File: config.mk
export PLATFORM = sky130hd
export DESIGN_NAME = cqt_regs
export DESIGN_NICKNAME = d
export VERILOG_FILES = /design/src/shared/cqt_pkg.sv /design/src/rtl/cqt_regs.sv
export SDC_FILE = /design/constraint.sdc
export NUM_CORES = 1
export LEC_CHECK = 0
export BUFFER_PORTS_ARGS = -buffer_cell sky130_fd_sc_hd__buf_2
export CORE_MARGIN = 8
export CORE_UTILIZATION = 34
export DETAILED_ROUTE_END_ITERATION = 12
export PLACE_DENSITY = 0.66
export SYNTH_ARGS = -nofsm -noshare
export SYNTH_HDL_FRONTEND = slang
export SYNTH_SLANG_ARGS = --single-unit
export TNS_END_PERCENT = 5
File: constraint.sdc
create_clock -name REF_CLK -period 3.65 [get_ports REF_CLK]
set_input_delay 0.1825 -clock REF_CLK [delete_from_list [all_inputs] [get_ports REF_CLK]]
set_output_delay 0.1825 -clock REF_CLK [all_outputs]
set_load 0.01 [all_outputs]
File: src/shared/cqt_pkg.sv
package cqt_pkg;

   // ****************************************
   // register indexes (byte address = 4 * index)
   // ****************************************
   localparam logic [7:0] IDX_LIMIT_HIGH   = 8'h3b;
   localparam logic [7:0] IDX_LIMIT_LOW    = 8'h3c;
   localparam logic [7:0] IDX_ELAPSED_HIGH = 8'h3d;
   localparam logic [7:0] IDX_ELAPSED_LOW  = 8'h3e;
   localparam logic [7:0] IDX_PATTERN      = 8'h3f;
   localparam logic [7:0] IDX_VCO_STATUS   = 8'h40;
   localparam int         ADDR_LSB         = 2;

   // ****************************************
   // fields and reset values
   // ****************************************
   localparam int         CNT_W            = 10;
   localparam int         PAT_W            = 4;
   localparam int         POS_SELECT       = 2;
   localparam int         POS_ABOVE        = 1;
   localparam int         POS_BELOW        = 0;
   localparam logic [9:0] LIMIT_RESET      = 10'h000;
   localparam logic [3:0] PATTERN_RESET    = 4'h5;

   // ****************************************
   // timing
   // ****************************************
   localparam int         CLK_MHZ          = 125;
   localparam int         STEP_US          = 16;
   localparam int         STEP_CYCLES      = STEP_US * CLK_MHZ;
   localparam int         STEP_W           = 12;

   typedef enum logic [1:0] {
      Q_IDLE,
      Q_AVERAGE,
      Q_COUNT,
      Q_EXPIRED
   } cqt_quiet_t;

   // synchronised comparator and unlock levels
   typedef struct packed {
      logic above;
      logic below;
      logic unlock;
   } cqt_vco_t;

   typedef struct packed {
      cqt_vco_t             vco_meta;
      cqt_vco_t             vco;
      logic [CNT_W-1:0]     limit;
      logic [PAT_W-1:0]     pattern;
      logic                 irq_select;
      cqt_quiet_t           quiet;
      logic [STEP_W-1:0]    step_cnt;
      logic [5:0]           avg_left;
      logic [CNT_W-1:0]     elapsed;
      logic                 expired;
      logic [1:0]           bit_idx;
      logic                 pre_bit;
      logic                 irq;
      logic                 pready;
      logic                 pslverr;
      logic [31:0]          prdata;
   } cqt_state_t;

endpackage : cqt_pkg

File: src/rtl/cqt_regs.sv
// How it works
// - quiet-wait limit is 10 bits: high reg bits 1:0 upper, low reg lower eight
// - quiet period equals averaging period plus limit times 16 us
// - elapsed quiet time readable as 10 bits split over two read-only registers
// - elapsed value counts 16 us steps after the averaging period
// - 4-bit lead-in pattern resets to 0101, sent most significant bit first
// - select 0 routes out-of-range tuning onto the PLL unlock interrupt
// - above-upper status bit is 1 at or over the upper threshold
// - below-lower status bit is 1 under the lower threshold
// - averaging codes 0..5 give 1..32 averages, other codes give 16
`timescale 1ns/1ps
`default_nettype none

module cqt_regs #(
   parameter int STEP_CYCLES = cqt_pkg::STEP_CYCLES
) (
   input  wire logic        REF_CLK,
   input  wire logic        RESET,
   input  wire logic        CE,
   // register bus
   input  wire logic        PSEL,
   input  wire logic        PENABLE,
   input  wire logic        PWRITE,
   input  wire logic [11:0] PADDR,
   input  wire logic [31:0] PWDATA,
   input  wire logic [3:0]  PSTRB,
   output var  logic [31:0] PRDATA,
   output var  logic        PREADY,
   output var  logic        PSLVERR,
   // quiet judgement
   input  wire logic [2:0]  ENERGY_AVG_COUNT,
   input  wire logic        QUIET_START,
   input  wire logic        QUIET_ACTIVE,
   output var  logic        QUIET_EXPIRED,
   // lead-in serialiser
   input  wire logic        LEAD_IN_START,
   input  wire logic        LEAD_IN_STEP,
   output var  logic        LEAD_IN_BIT,
   // tuning comparators and interrupt
   input  wire logic        TUNE_ABOVE_UPPER,
   input  wire logic        TUNE_BELOW_LOWER,
   input  wire logic        PLL_UNLOCK,
   output var  logic        PLL_UNLOCK_INTERRUPT
);

   // ****************************************
   // helpers
   // ****************************************
   function automatic logic [5:0] avg_steps(input logic [2:0] code);
      logic [5:0] n;
      n = 6'h10;
      unique case (code)
         3'h0:    n = 6'h01;
         3'h1:    n = 6'h02;
         3'h2:    n = 6'h04;
         3'h3:    n = 6'h08;
         3'h4:    n = 6'h10;
         3'h5:    n = 6'h20;
         default: n = 6'h10;
      endcase
      return n;
   endfunction : avg_steps

   function automatic logic [31:0] byte_word(input logic [7:0] b);
      return {24'h000000, b};
   endfunction : byte_word

   // a register answers only on a word boundary inside the six-entry window
   function automatic logic addr_mapped(input logic [11:0] addr);
      logic [7:0] idx;
      idx = addr[cqt_pkg::ADDR_LSB +: 8];
      return (idx >= cqt_pkg::IDX_LIMIT_HIGH)
             && (idx <= cqt_pkg::IDX_VCO_STATUS)
             && (addr[11:10] == 2'h0)
             && (addr[1:0] == 2'h0);
   endfunction : addr_mapped

   // the judgement ends once the step count has met the wait limit
   function automatic logic limit_reached(input logic [cqt_pkg::CNT_W-1:0] count,
                                          input logic [cqt_pkg::CNT_W-1:0] limit);
      return count >= limit;
   endfunction : limit_reached

   function automatic logic [7:0] status_byte(input logic sel,
                                              input logic above,
                                              input logic below);
      logic [7:0] b;
      b = 8'h00;
      b[cqt_pkg::POS_SELECT] = sel;
      b[cqt_pkg::POS_ABOVE]  = above;
      b[cqt_pkg::POS_BELOW]  = below;
      return b;
   endfunction : status_byte

   localparam logic [11:0] STEP_LAST = 12'(STEP_CYCLES - 1);

   // ****************************************
   // state and decode
   // ****************************************
   cqt_pkg::cqt_state_t s_r;
   cqt_pkg::cqt_state_t s_nxt;

   logic [7:0] index;
   logic       access;
   logic       commit;
   logic       mapped;
   logic       step_tick;
   logic [7:0] rd_byte;
   logic [9:0] elapsed_inc;
   logic       out_of_range;

   assign index  = PADDR[cqt_pkg::ADDR_LSB +: 8];
   assign access = PSEL && PENABLE;
   // a write lands at the edge that completes the access
   assign commit       = access && s_r.pready && PWRITE && PSTRB[0];
   assign mapped       = addr_mapped(PADDR);
   assign step_tick    = (s_r.step_cnt == STEP_LAST);
   assign elapsed_inc  = 10'(s_r.elapsed + 10'h001);
   assign out_of_range = s_r.vco.above || s_r.vco.below;

   // ****************************************
   // read decode
   // ****************************************
   always_comb begin
      rd_byte = 8'h00;
      unique case (index)
         cqt_pkg::IDX_LIMIT_HIGH: begin
            rd_byte = {6'h00, s_r.limit[9:8]};
         end
         cqt_pkg::IDX_LIMIT_LOW: begin
            rd_byte = s_r.limit[7:0];
         end
         cqt_pkg::IDX_ELAPSED_HIGH: begin
            rd_byte = {6'h00, s_r.elapsed[9:8]};
         end
         cqt_pkg::IDX_ELAPSED_LOW: begin
            rd_byte = s_r.elapsed[7:0];
         end
         cqt_pkg::IDX_PATTERN: begin
            rd_byte = {4'h0, s_r.pattern};
         end
         cqt_pkg::IDX_VCO_STATUS: begin
            // comparator bits come from the synchronised levels
            rd_byte = status_byte(s_r.irq_select, s_r.vco.above, s_r.vco.below);
         end
         default: begin
            rd_byte = 8'h00;
         end
      endcase
   end

   // ****************************************
   // next state
   // ****************************************
   always_comb begin
      s_nxt = s_r;

      // ****************************************
      // pin levels pass two flops
      // ****************************************
      s_nxt.vco_meta.above  = TUNE_ABOVE_UPPER;
      s_nxt.vco_meta.below  = TUNE_BELOW_LOWER;
      s_nxt.vco_meta.unlock = PLL_UNLOCK;
      s_nxt.vco             = s_r.vco_meta;

      // ****************************************
      // apb: one wait state, write commits on the pready edge
      // ****************************************
      s_nxt.pready  = 1'b0;
      s_nxt.pslverr = 1'b0;
      if (access && !s_r.pready) begin
         s_nxt.pready  = 1'b1;
         s_nxt.pslverr = !mapped;
         if (mapped && !PWRITE) begin
            s_nxt.prdata = byte_word(rd_byte);
         end else begin
            // refused or write access: the bus reads zero
            s_nxt.prdata = 32'h00000000;
         end
      end
      if (commit && mapped) begin
         unique case (index)
            cqt_pkg::IDX_LIMIT_HIGH: begin
               s_nxt.limit[9:8] = PWDATA[1:0];
            end
            cqt_pkg::IDX_LIMIT_LOW: begin
               s_nxt.limit[7:0] = PWDATA[7:0];
            end
            cqt_pkg::IDX_ELAPSED_HIGH, cqt_pkg::IDX_ELAPSED_LOW: begin
               // read-only count: a write leaves it alone
               s_nxt.elapsed = s_r.elapsed;
            end
            cqt_pkg::IDX_PATTERN: begin
               s_nxt.pattern = PWDATA[3:0];
            end
            cqt_pkg::IDX_VCO_STATUS: begin
               s_nxt.irq_select = PWDATA[cqt_pkg::POS_SELECT];
            end
            default: begin
               s_nxt.limit = s_r.limit;
            end
         endcase
      end

      // ****************************************
      // quiet judgement timing
      // ****************************************
      s_nxt.expired = 1'b0;
      if (step_tick) begin
         s_nxt.step_cnt = 12'h000;
      end else begin
         s_nxt.step_cnt = 12'(s_r.step_cnt + 12'h001);
      end
      unique case (s_r.quiet)
         cqt_pkg::Q_IDLE: begin
            s_nxt.step_cnt = 12'h000;
         end
         cqt_pkg::Q_AVERAGE: begin
            if (step_tick) begin
               s_nxt.avg_left = 6'(s_r.avg_left - 6'h01);
               if (s_r.avg_left == 6'h01) begin
                  if (limit_reached(10'h000, s_r.limit)) begin
                     s_nxt.quiet   = cqt_pkg::Q_EXPIRED;
                     s_nxt.expired = 1'b1;
                  end else begin
                     s_nxt.quiet = cqt_pkg::Q_COUNT;
                  end
               end
            end
         end
         cqt_pkg::Q_COUNT: begin
            if (step_tick) begin
               s_nxt.elapsed = elapsed_inc;
               if (limit_reached(elapsed_inc, s_r.limit)) begin
                  s_nxt.quiet   = cqt_pkg::Q_EXPIRED;
                  s_nxt.expired = 1'b1;
               end
            end
         end
         cqt_pkg::Q_EXPIRED: begin
            s_nxt.step_cnt = 12'h000;
         end
      endcase
      if (!QUIET_ACTIVE) begin
         s_nxt.quiet = cqt_pkg::Q_IDLE;
      end
      // a new start wins over an abort in the same cycle
      if (QUIET_START) begin
         s_nxt.quiet    = cqt_pkg::Q_AVERAGE;
         s_nxt.step_cnt = 12'h000;
         s_nxt.avg_left = avg_steps(ENERGY_AVG_COUNT);
         s_nxt.elapsed  = 10'h000;
         s_nxt.expired  = 1'b0;
      end

      // ****************************************
      // lead-in serialiser, msb first
      // ****************************************
      if (LEAD_IN_START) begin
         s_nxt.bit_idx = 2'h2;
         s_nxt.pre_bit = s_r.pattern[3];
      end else if (LEAD_IN_STEP) begin
         s_nxt.bit_idx = 2'(s_r.bit_idx - 2'h1);
         s_nxt.pre_bit = s_r.pattern[s_r.bit_idx];
      end

      // ****************************************
      // unlock interrupt routing
      // ****************************************
      unique case (s_r.irq_select)
         1'b0: begin
            // out-of-range tuning shares the unlock interrupt
            s_nxt.irq = s_r.vco.unlock || out_of_range;
         end
         1'b1: begin
            // out-of-range only shows in the status bits
            s_nxt.irq = s_r.vco.unlock;
         end
      endcase
   end

   // ****************************************
   // state register
   // ****************************************
   always_ff @(posedge REF_CLK or posedge RESET) begin
      if (RESET) begin
         s_r            <= '0;
         s_r.limit      <= cqt_pkg::LIMIT_RESET;
         s_r.pattern    <= cqt_pkg::PATTERN_RESET;
         s_r.quiet      <= cqt_pkg::Q_IDLE;
         s_r.bit_idx    <= 2'h3;
      end else if (CE) begin
         s_r <= s_nxt;
      end
   end

   // ****************************************
   // outputs
   // ****************************************
   assign PRDATA               = s_r.prdata;
   assign PREADY               = s_r.pready;
   assign PSLVERR              = s_r.pslverr;
   assign QUIET_EXPIRED        = s_r.expired;
   assign LEAD_IN_BIT          = s_r.pre_bit;
   assign PLL_UNLOCK_INTERRUPT = s_r.irq;

endmodule : cqt_regs

`default_nettype wire

==> out/results.tsv, run 1 <==
stage	metric	value	unit
timing	Final setup violation count	0	
status	status	finished, final reports clean	
global_routing	first-pass GRT wire length	15.0	mm
final_layout	layout cells sized above 1	21.4	%
final_layout	leading cell type in the layout, fill and taps excluded	dfrtp_1	
clock_tree	cts hold-fix bufs	1	
clock_tree	Post-CTS Setup Bufs	0	
timing	Clock Skews	0.00729	ns
floorplanning	Die X	124	um
synthesis	dominant synthesized flop cell	dfrtp_1	
timing	Fin. Hold Viols	0	
floorplanning	Top Ports	101	
synthesis	register bit total from synthesis	66	
synthesis	Post-Syn Instances	419	
timing	RSZ-0062 raised after global routing	no	
global_routing	largest net degree at the start of global routing	36	
drt	vias per cell	5.11	
clock_tree	Clock Tree Buf Depth	2	
setup_path	Arr. time, crit path	3.26	ns
timing	timing-limited maximum frequency	0.329	GHz
worst_hold_path	hold depth	2	
setup_path	Reg2Reg Capture Point	s_r[67]	
drt	DRC viols	0	
final_layout	ANT cells	0	
synthesis	average cell area after synthesis	9.45	um^2
drt	final wirelength	9.04	mm
setup_path	CP Capture Point	s_r[67]	
clock_tree	Clock Tree Root	clkbuf_16	
timing	Slew Viols, Final	0	
drt	Routed Antenna Nets	0	
floorplanning	core area	11400	um^2
run	Max-Cap Viols	0	
worst_hold_path	hold crit path type	primary input to register	
synthesis	yosys warns	0	
synthesis	Post-synth EDFFs	0	
final_layout	Layout area overhead	14.8	%
pwr	Peak VDD IR	0.402	mV
final_layout	nets	542	
timing	Slew headroom	21.5	%
setup_path	CP Capture Type	register	
final_layout	most frequent cells in the layout	dfrtp_1 (62), buf_2 (49), o21ai_0 (37), nor2_1 (37), nand2_1 (29)	
drt	Via Count	3116	
drt	wire per inst	14.8	um
synthesis	post-synthesis async set-or-reset flop share	100	%
clock_tree	clock sink count	66	
floorplanning	number of core rows	39	
clock_tree	CTS buffer count	9	
timing	TNS Setup	0	ns
clock_tree	Clock Latency Late Sink	0.34	ns
placed_design	DP Wirelength	6.77	mm
global_routing	GRT overflow	0	
setup_path	worst r2r src	s_r[39]	
clock_tree	H-tree Lvls	3	
clock_tree	Clock transition at path regs	0.06	ns
floorplanning	initial cell density of the core	34.8	%
synthesis	share of the yosys chip area belonging to registers	41.9	%
placed_design	routability cong.	0.841	
drt	DR pass1 iterations	4	
pwr	P_leak	2.13	nW
setup_path	R2R depth	11	
setup_path	crit path kind	register to register	
setup_path	crit path launch	s_r[39]	
floorplanning	die area	15300	um^2
global_routing	All-Layer GR Usage	12.3	%
setup_path	Critical Path Fanout Max	7	
drt	Iter 0 DRT Violations	259	
setup_path	worst reg2reg setup slack	0.61	ns
setup_path	nature of the critical path startpoint	register	
floorplanning	Vert. Die Dim	124	um
global_routing	vias in the first global route	3208	
synthesis	Unique masters post-synth	49	
clock_tree	CTS tree	done	
synthesis	Synth top area share	39.2	%
synthesis	leading area contributor after synthesis	dfrtp_1	
pwr	Pwr Density	459	nW/um^2
placed_design	Buffers on Ports	49	
global_routing	initial antenna violation count	0	
setup_path	Critical Path RT	3.87	ns
timing	Tmin final	3.04	ns
timing	fin crit share	83.3	%
synthesis	Synth Cell Area	3960	um^2
timing	Worst-Margin Slew	1.17	ns
timing	Hold WS	0.0520	ns
synthesis	Area contributors post-synth	dfrtp_1 (39%), mux2_2 (6.3%), buf_4 (6.1%)	
clock_tree	post_cts resized	0	
==> cell type report <==
cell class                 instances  area [um^2]
fill                            1138         6830
clock inverter                     6         88.8
multi-input combinational        311         2020
timing repair buffer              53          278
sequential                        66         1660
tap                              143          179
clock buffer                      10          239
inverter                          21         78.8
==> cells by family after synthesis <==
| kind of cell | share of synthesized area [%] |
|---|---|
| AOI/OAI and AO/OA | 12.2 |
| muxes | 9.36 |
| adders and majority gates | 5.06 |
| DFF | 41.9 |
| and+or+nand+nor | 18.5 |
| buffers and inverters | 9.20 |
| other | 0.0948 |
| xor gates and xnor gates | 3.76 |
==> power by group <==
group | total (mW) | switching (mW) | internal, mW
Sequential | 0.843 | 0.0490 | 0.794
Combinational | 0.296 | 0.178 | 0.118
Clock | 0.947 | 0.330 | 0.617
==> synthesized netlist by cell type, drive strengths merged (6+ instances only) <==
master	n
mux2	22
nor2	38
xor2	10
clkbuf	10
ha	16
xnor2	7
mux2i	10
nand2	29
buf	34
a21oi	13
o21ai	38
dfrtp	62
nand4	6
inv	21
nor3	16
nand3	20
or3	7
==> per-layer routing <==
metal | GRT usage, % | up-vias | share of wire [%]
met1 | 14.3 | 1504 | 41
li1 | - | 1517 | -
met3 | 4.17 | 12 | 8.8
met2 | 20.4 | 83 | 49
met4 | 5.35 | 0 | 1.7
met5 | 0 | - | 0
==> worst max-delay path, stage by stage (launching register included) <==
cell and delay, ns:
dfrtp_1 0.47, nand3_1 0.11, nor2_1 0.25, and3_1 0.29
nand3_1 0.13, xnor2_1 0.22, ha_1 0.30, a21oi_1 0.15
o21ai_0 0.12, nor3_1 0.45, a21oi_1 0.13, o311a_1 0.31
==> through the flow <==
step | power, mW | setup slack [ns] | instance area [um^2] | utilization, % | cells
final | 2.09 | 0.609 | 4540 | 40.0 | 610
after global routing | 2.19 | 0.252 | 4540 | 40.0 | 610
after CTS | 2.11 | 0.606 | 4540 | 40.0 | 610
after detailed placement | 1.15 | 0.654 | 4210 | 37.0 | 593
after global placement | 1.14 | 0.735 | 4210 | 37.0 | 593
after floorplan | 1.08 | 1.12 | 4040 | - | 442
==> worst min path at each step <==
stage / start / endpoint / slack (ns)
floorplan: LEAD_IN_START / s_r[36] / 0.24
global placement: RESET / QUIET_EXPIRED / 0.34
detailed placement: RESET / QUIET_EXPIRED / 0.34
CTS: LEAD_IN_START / s_r[36] / 0.04
global route: LEAD_IN_START / s_r[36] / 0.06
finish: LEAD_IN_START / s_r[36] / 0.05
==> registers in the layout, indices dropped and copies added, names as in the netlist <==
signal / cells
s_r: 50
PRDATA: 8
LEAD_IN_BIT: 1
PLL_UNLOCK_INTERRUPT: 1
s_nxt: 3
PREADY: 1
PSLVERR: 1
QUIET_EXPIRED: 1
No activity file was read; power rests on OpenSTA's default activity.
==> inputs of run 2 (changes only) <==
- clock period: 3.65 -> 2.82 ns (I/O delays scaled with it)
==> out/results.tsv, run 2 (synthesis gave the netlist of run 1 again) <==
stage	metric	value	unit
placed_design	Placed Instances	605	
timing	final worst setup slack	0.146	ns
pwr	switching power	0.715	mW
setup_path	CP Capture Type	register	
setup_path	Arr. time, crit path	2.88	ns
clock_tree	H-tree Lvls	3	
drt	Routed Antenna Nets	0	
clock_tree	CTS buffer count	9	
setup_path	crit path kind	register to register	
pwr	Design Power	2.89	mW
timing	timing-limited maximum frequency	0.374	GHz
placed_design	pre-CTS setup slack	0.121	ns
final_layout	largest register by flop count	s_r	
timing	TNS Setup	0	ns
drt	DR pass1 iterations	4	
drt	final wirelength	9.14	mm
drt	DRC viols	0	
timing	Fin. Hold Viols	0	
clock_tree	Clock transition at path regs	0.06	ns
drt	wire per inst	14.6	um
timing	Clock Skews	0.00774	ns
final_layout	Design Area, Final	4760	um^2
placed_design	routability cong.	0.852	
timing	Slew headroom	18.4	%
final_layout	most frequent cells in the layout	dfrtp_1 (60), buf_2 (49), o21ai_0 (37), nor2_1 (36), nand2_1 (29)	
clock_tree	Clock Tree Buf Depth	2	
floorplanning	Top Ports	101	
drt	metal1 wirelength	3.99	mm
drt	Detail Route met3 WL	557	um
final_layout	multi-input logic area	2080	um^2
timing	Slew Viols, Final	0	
floorplanning	number of core rows	39	
clock_tree	CTS tree	done	
drt	Via Count	3150	
final_layout	Reg area	1660	um^2
pwr	switching part of the total	24.7	%
pwr	P_leak	2.24	nW
final_layout	nets	556	
global_routing	first-pass GRT wire length	15.2	mm
final_layout	Fill cells	1131	
setup_path	nature of the critical path startpoint	register	
timing	Final setup violation count	0	
placed_design	DP Wirelength	6.91	mm
final_layout	layout cells sized above 1	26.4	%
timing	RSZ-0062 raised after global routing	no	
drt	Iter 0 DRT Violations	243	
global_routing	GRT overflow	0	
clock_tree	clock sink count	66	
pwr	Clk network pwr share	48.2	%
status	status	finished, final reports clean	
floorplanning	initial cell density of the core	34.8	%
timing	Worst-Margin Slew	1.21	ns
global_routing	All-Layer GR Usage	12.4	%
placed_design	Buffers on Ports	49	
final_layout	leading cell type in the layout, fill and taps excluded	dfrtp_1	
floorplanning	Vert. Die Dim	124	um
timing	Hold WS	0.0258	ns
setup_path	Critical Path Fanout Max	5	
pwr	Pwr Density	607	nW/um^2
timing	Tmin final	2.67	ns
drt	met2 wire length	4.44	mm
pwr	total internal power	2.17	mW
floorplanning	die area	15300	um^2
setup_path	Critical Path RT	3.03	ns
global_routing	vias in the first global route	3183	
floorplanning	core area	11400	um^2
final_layout	Finished Layout Cells	624	
clock_tree	Clock Tree Root	clkbuf_16	
drt	Top Layer Used	met4	
global_routing	initial antenna violation count	0	
global_routing	largest net degree at the start of global routing	33	
pwr	Comb power frac	14.0	%
placed_design	DP Area	4300	um^2
pwr	Peak VDD IR	0.302	mV
floorplanning	Die X	124	um
clock_tree	Clock Latency Late Sink	0.33	ns
final_layout	Layout area overhead	20.2	%
drt	vias per cell	5.05	
run	Max-Cap Viols	0	
pwr	Reg power frac	37.8	%
worst_hold_path	hold crit path type	primary input to register	
final_layout	ANT cells	0	
final_layout	max FFs per register	50	
final_layout	fin util	41.9	%
timing	fin crit share	94.8	%
-- run 2: worst paths after layout --
check                               from         to  slack [ns]  cells past startpoint
max                              s_r[40]    s_r[67]        0.15                     12
min                        LEAD_IN_START    s_r[36]        0.03                      2
max reg2reg                      s_r[40]    s_r[67]        0.15                     12
min reg2reg                    PRDATA[0]  PRDATA[0]        0.48                      2
max in group asynchronous          RESET  s_nxt[84]        1.62                      4
min in group asynchronous          RESET    s_r[43]        0.46                      3
-- run 2: final cells by class --
type                    instances  area share, %
clock inverters                 6           2.89
well taps                     143           3.76
repair buffers                 67           8.05
inverters                      21           1.66
multi-input cells             311           43.8
clock buffers                  10           5.02
flip-flops and latches         66           34.9
-- run 2: power by group through the flow --
stage | clock network (mW) | registers, mW | logic [mW]
3_3_place_gp | 0 | 1.10 | 0.377
5_1_grt | 1.47 | 1.10 | 0.466
4_1_cts | 1.42 | 1.09 | 0.401
2_1_floorplan | 0 | 1.09 | 0.302
6_report | 1.39 | 1.09 | 0.405
3_5_place_dp | 0 | 1.11 | 0.397
-- run 2: timing repair --
item | CTS | global route
endpoints found under the setup margin | 0 | 3
resized for setup | 0 | 15
hold buffers | 1 | 0
endpoints found under the hold margin | 26 | 0
buffers inserted | 0 | 2
-- run 2: per-layer routing --
metal	track usage [%]	vias to the layer above
met2	21.1	73
li1	-	1548
met1	14.9	1516
met4	5.20	0
met3	2.86	13
met5	0	-
-- run 2: critical path, stage by stage (launching register included) --
cell,delay [ns]
dfrtp_2,0.43
ha_4,0.15
and3_4,0.19
and3_4,0.21
nand3_2,0.10
xnor2_2,0.16
ha_1,0.30
nand4_1,0.15
nor3b_2,0.23
nor3_2,0.09
buf_4,0.15
a211o_1,0.28
o311a_1,0.11
==> inputs of run 3 (changes only) <==
- REMOVE_ABC_BUFFERS: unset -> 1
==> out/results.tsv, run 3 (synthesis gave the netlist of run 1 again) <==
stage	metric	value	unit
pwr	Pwr Density	555	nW/um^2
floorplanning	die area	15300	um^2
clock_tree	cts hold-fix bufs	0	
placed_design	DP Area	4300	um^2
floorplanning	Die X	124	um
timing	RSZ-0062 raised after global routing	no	
floorplanning	number of core rows	39	
setup_path	Arr. time, crit path	2.93	ns
global_routing	largest net degree at the start of global routing	67	
final_layout	Layout area overhead	16.5	%
final_layout	nets	553	
drt	Iter 0 DRT Violations	206	
clock_tree	Clock Latency Late Sink	0.32	ns
global_routing	first-pass GRT wire length	14.7	mm
status	status	finished, final reports clean	
timing	Hold WS	0.0278	ns
timing	Tmin final	2.69	ns
placed_design	DP Wirelength	6.76	mm
timing	Slew Viols, Final	0	
drt	final wirelength	8.99	mm
floorplanning	core area	11400	um^2
final_layout	largest register by flop count	s_r	
setup_path	Critical Path Fanout Max	5	
clock_tree	Clock transition at path regs	0.06	ns
floorplanning	initial cell density of the core	34.8	%
worst_hold_path	hold crit path type	primary input to register	
timing	Fin. Hold Viols	0	
timing	timing-limited maximum frequency	0.371	GHz
timing	Final setup violation count	0	
placed_design	routability cong.	0.858	
global_routing	GRT overflow	0	
pwr	Design Power	2.56	mW
clock_tree	Clock Tree Root	clkbuf_16	
timing	TNS Setup	0	ns
clock_tree	Clock Tree Buf Depth	2	
drt	DRC viols	0	
final_layout	most frequent cells in the layout	dfrtp_1 (61), buf_2 (49), o21ai_0 (37), nor2_1 (37), nand2_1 (29)	
final_layout	ANT cells	0	
timing	final worst setup slack	0.128	ns
placed_design	pre-CTS setup slack	0.149	ns
pwr	P_leak	2.17	nW
drt	DR pass1 iterations	4	
clock_tree	clock sink count	66	
clock_tree	CTS tree	done	
timing	Clock Skews	0.00683	ns
setup_path	nature of the critical path startpoint	register	
floorplanning	Vert. Die Dim	124	um
global_routing	All-Layer GR Usage	11.9	%
drt	vias per cell	5.10	
drt	wire per inst	14.5	um
final_layout	layout cells sized above 1	24.5	%
global_routing	vias in the first global route	3139	
timing	fin crit share	95.5	%
pwr	Peak VDD IR	0.274	mV
final_layout	leading cell type in the layout, fill and taps excluded	dfrtp_1	
drt	Routed Antenna Nets	0	
floorplanning	Top Ports	101	
run	Max-Cap Viols	0	
clock_tree	H-tree Lvls	3	
setup_path	CP Capture Type	register	
final_layout	Design Area, Final	4610	um^2
placed_design	Buffers on Ports	49	
timing	Worst-Margin Slew	1.11	ns
timing	Slew headroom	25.3	%
final_layout	Fill cells	1130	
global_routing	initial antenna violation count	0	
setup_path	Critical Path RT	3.06	ns
drt	Via Count	3168	
setup_path	crit path kind	register to register	
final_layout	max FFs per register	50	
clock_tree	CTS buffer count	9	
-- run 3: metal layers --
layer | wire length [um] | global-route usage (%)
met3 | 839 | 3.81
met1 | 3840 | 14.3
met5 | 0 | 0
met2 | 4320 | 20.4
met4 | 0 | 2.08
-- run 3: path summary, 6_finish.rpt --
| path | endpoint | cells past startpoint | slack (ns) | start |
|---|---|---|---|---|
| max | s_r[68] | 12 | 0.13 | s_r[40] |
| max reg2reg | s_r[68] | 12 | 0.13 | s_r[40] |
| min | s_r[36] | 2 | 0.03 | LEAD_IN_START |
| min in group asynchronous | s_nxt[84] | 3 | 0.06 | RESET |
| min reg2reg | PRDATA[6] | 2 | 0.47 | PRDATA[6] |
| max in group asynchronous | s_r[42] | 3 | 2.16 | RESET |
-- run 3: worst max-delay path, cell delays in order (launching register included) --
cell     delay (ns)
dfrtp_1        0.41
ha_2           0.20
and3_4         0.19
and3_4         0.21
nand3_1        0.09
xnor2_1        0.16
ha_1           0.30
nand4_1        0.14
nor3b_2        0.24
nor3_2         0.08
buf_4          0.14
a211o_1        0.29
a22oi_1        0.14
-- run 3: layout make-up --
type,count,area (um^2),area share [%]
inverter,21,78.8,1.71
clock inverter,5,55.1,1.19
timing repair buffer,64,358,7.76
multi-input combinational,311,2050,44.5
clock buffer,11,233,5.05
sequential,66,1660,35.9
tap,143,179,3.88
-- run 3: through the flow --
stage	util, %	std cells
after floorplan	-	398
after global placement	37.8	605
after detailed placement	37.8	605
after CTS	40.3	621
after global routing	40.6	621
final	40.6	621
-- run 3: what timing repair did --
action	4_1_cts	5_1_grt
resized for setup	0	8
buffers inserted	0	0
endpoints found under the setup margin	0	3
-- run 3: report_power, final --
group          switching, mW  internal [mW]  total, mW
Clock                  0.398          0.681       1.08
Combinational          0.236          0.154      0.390
Sequential            0.0640           1.03       1.09
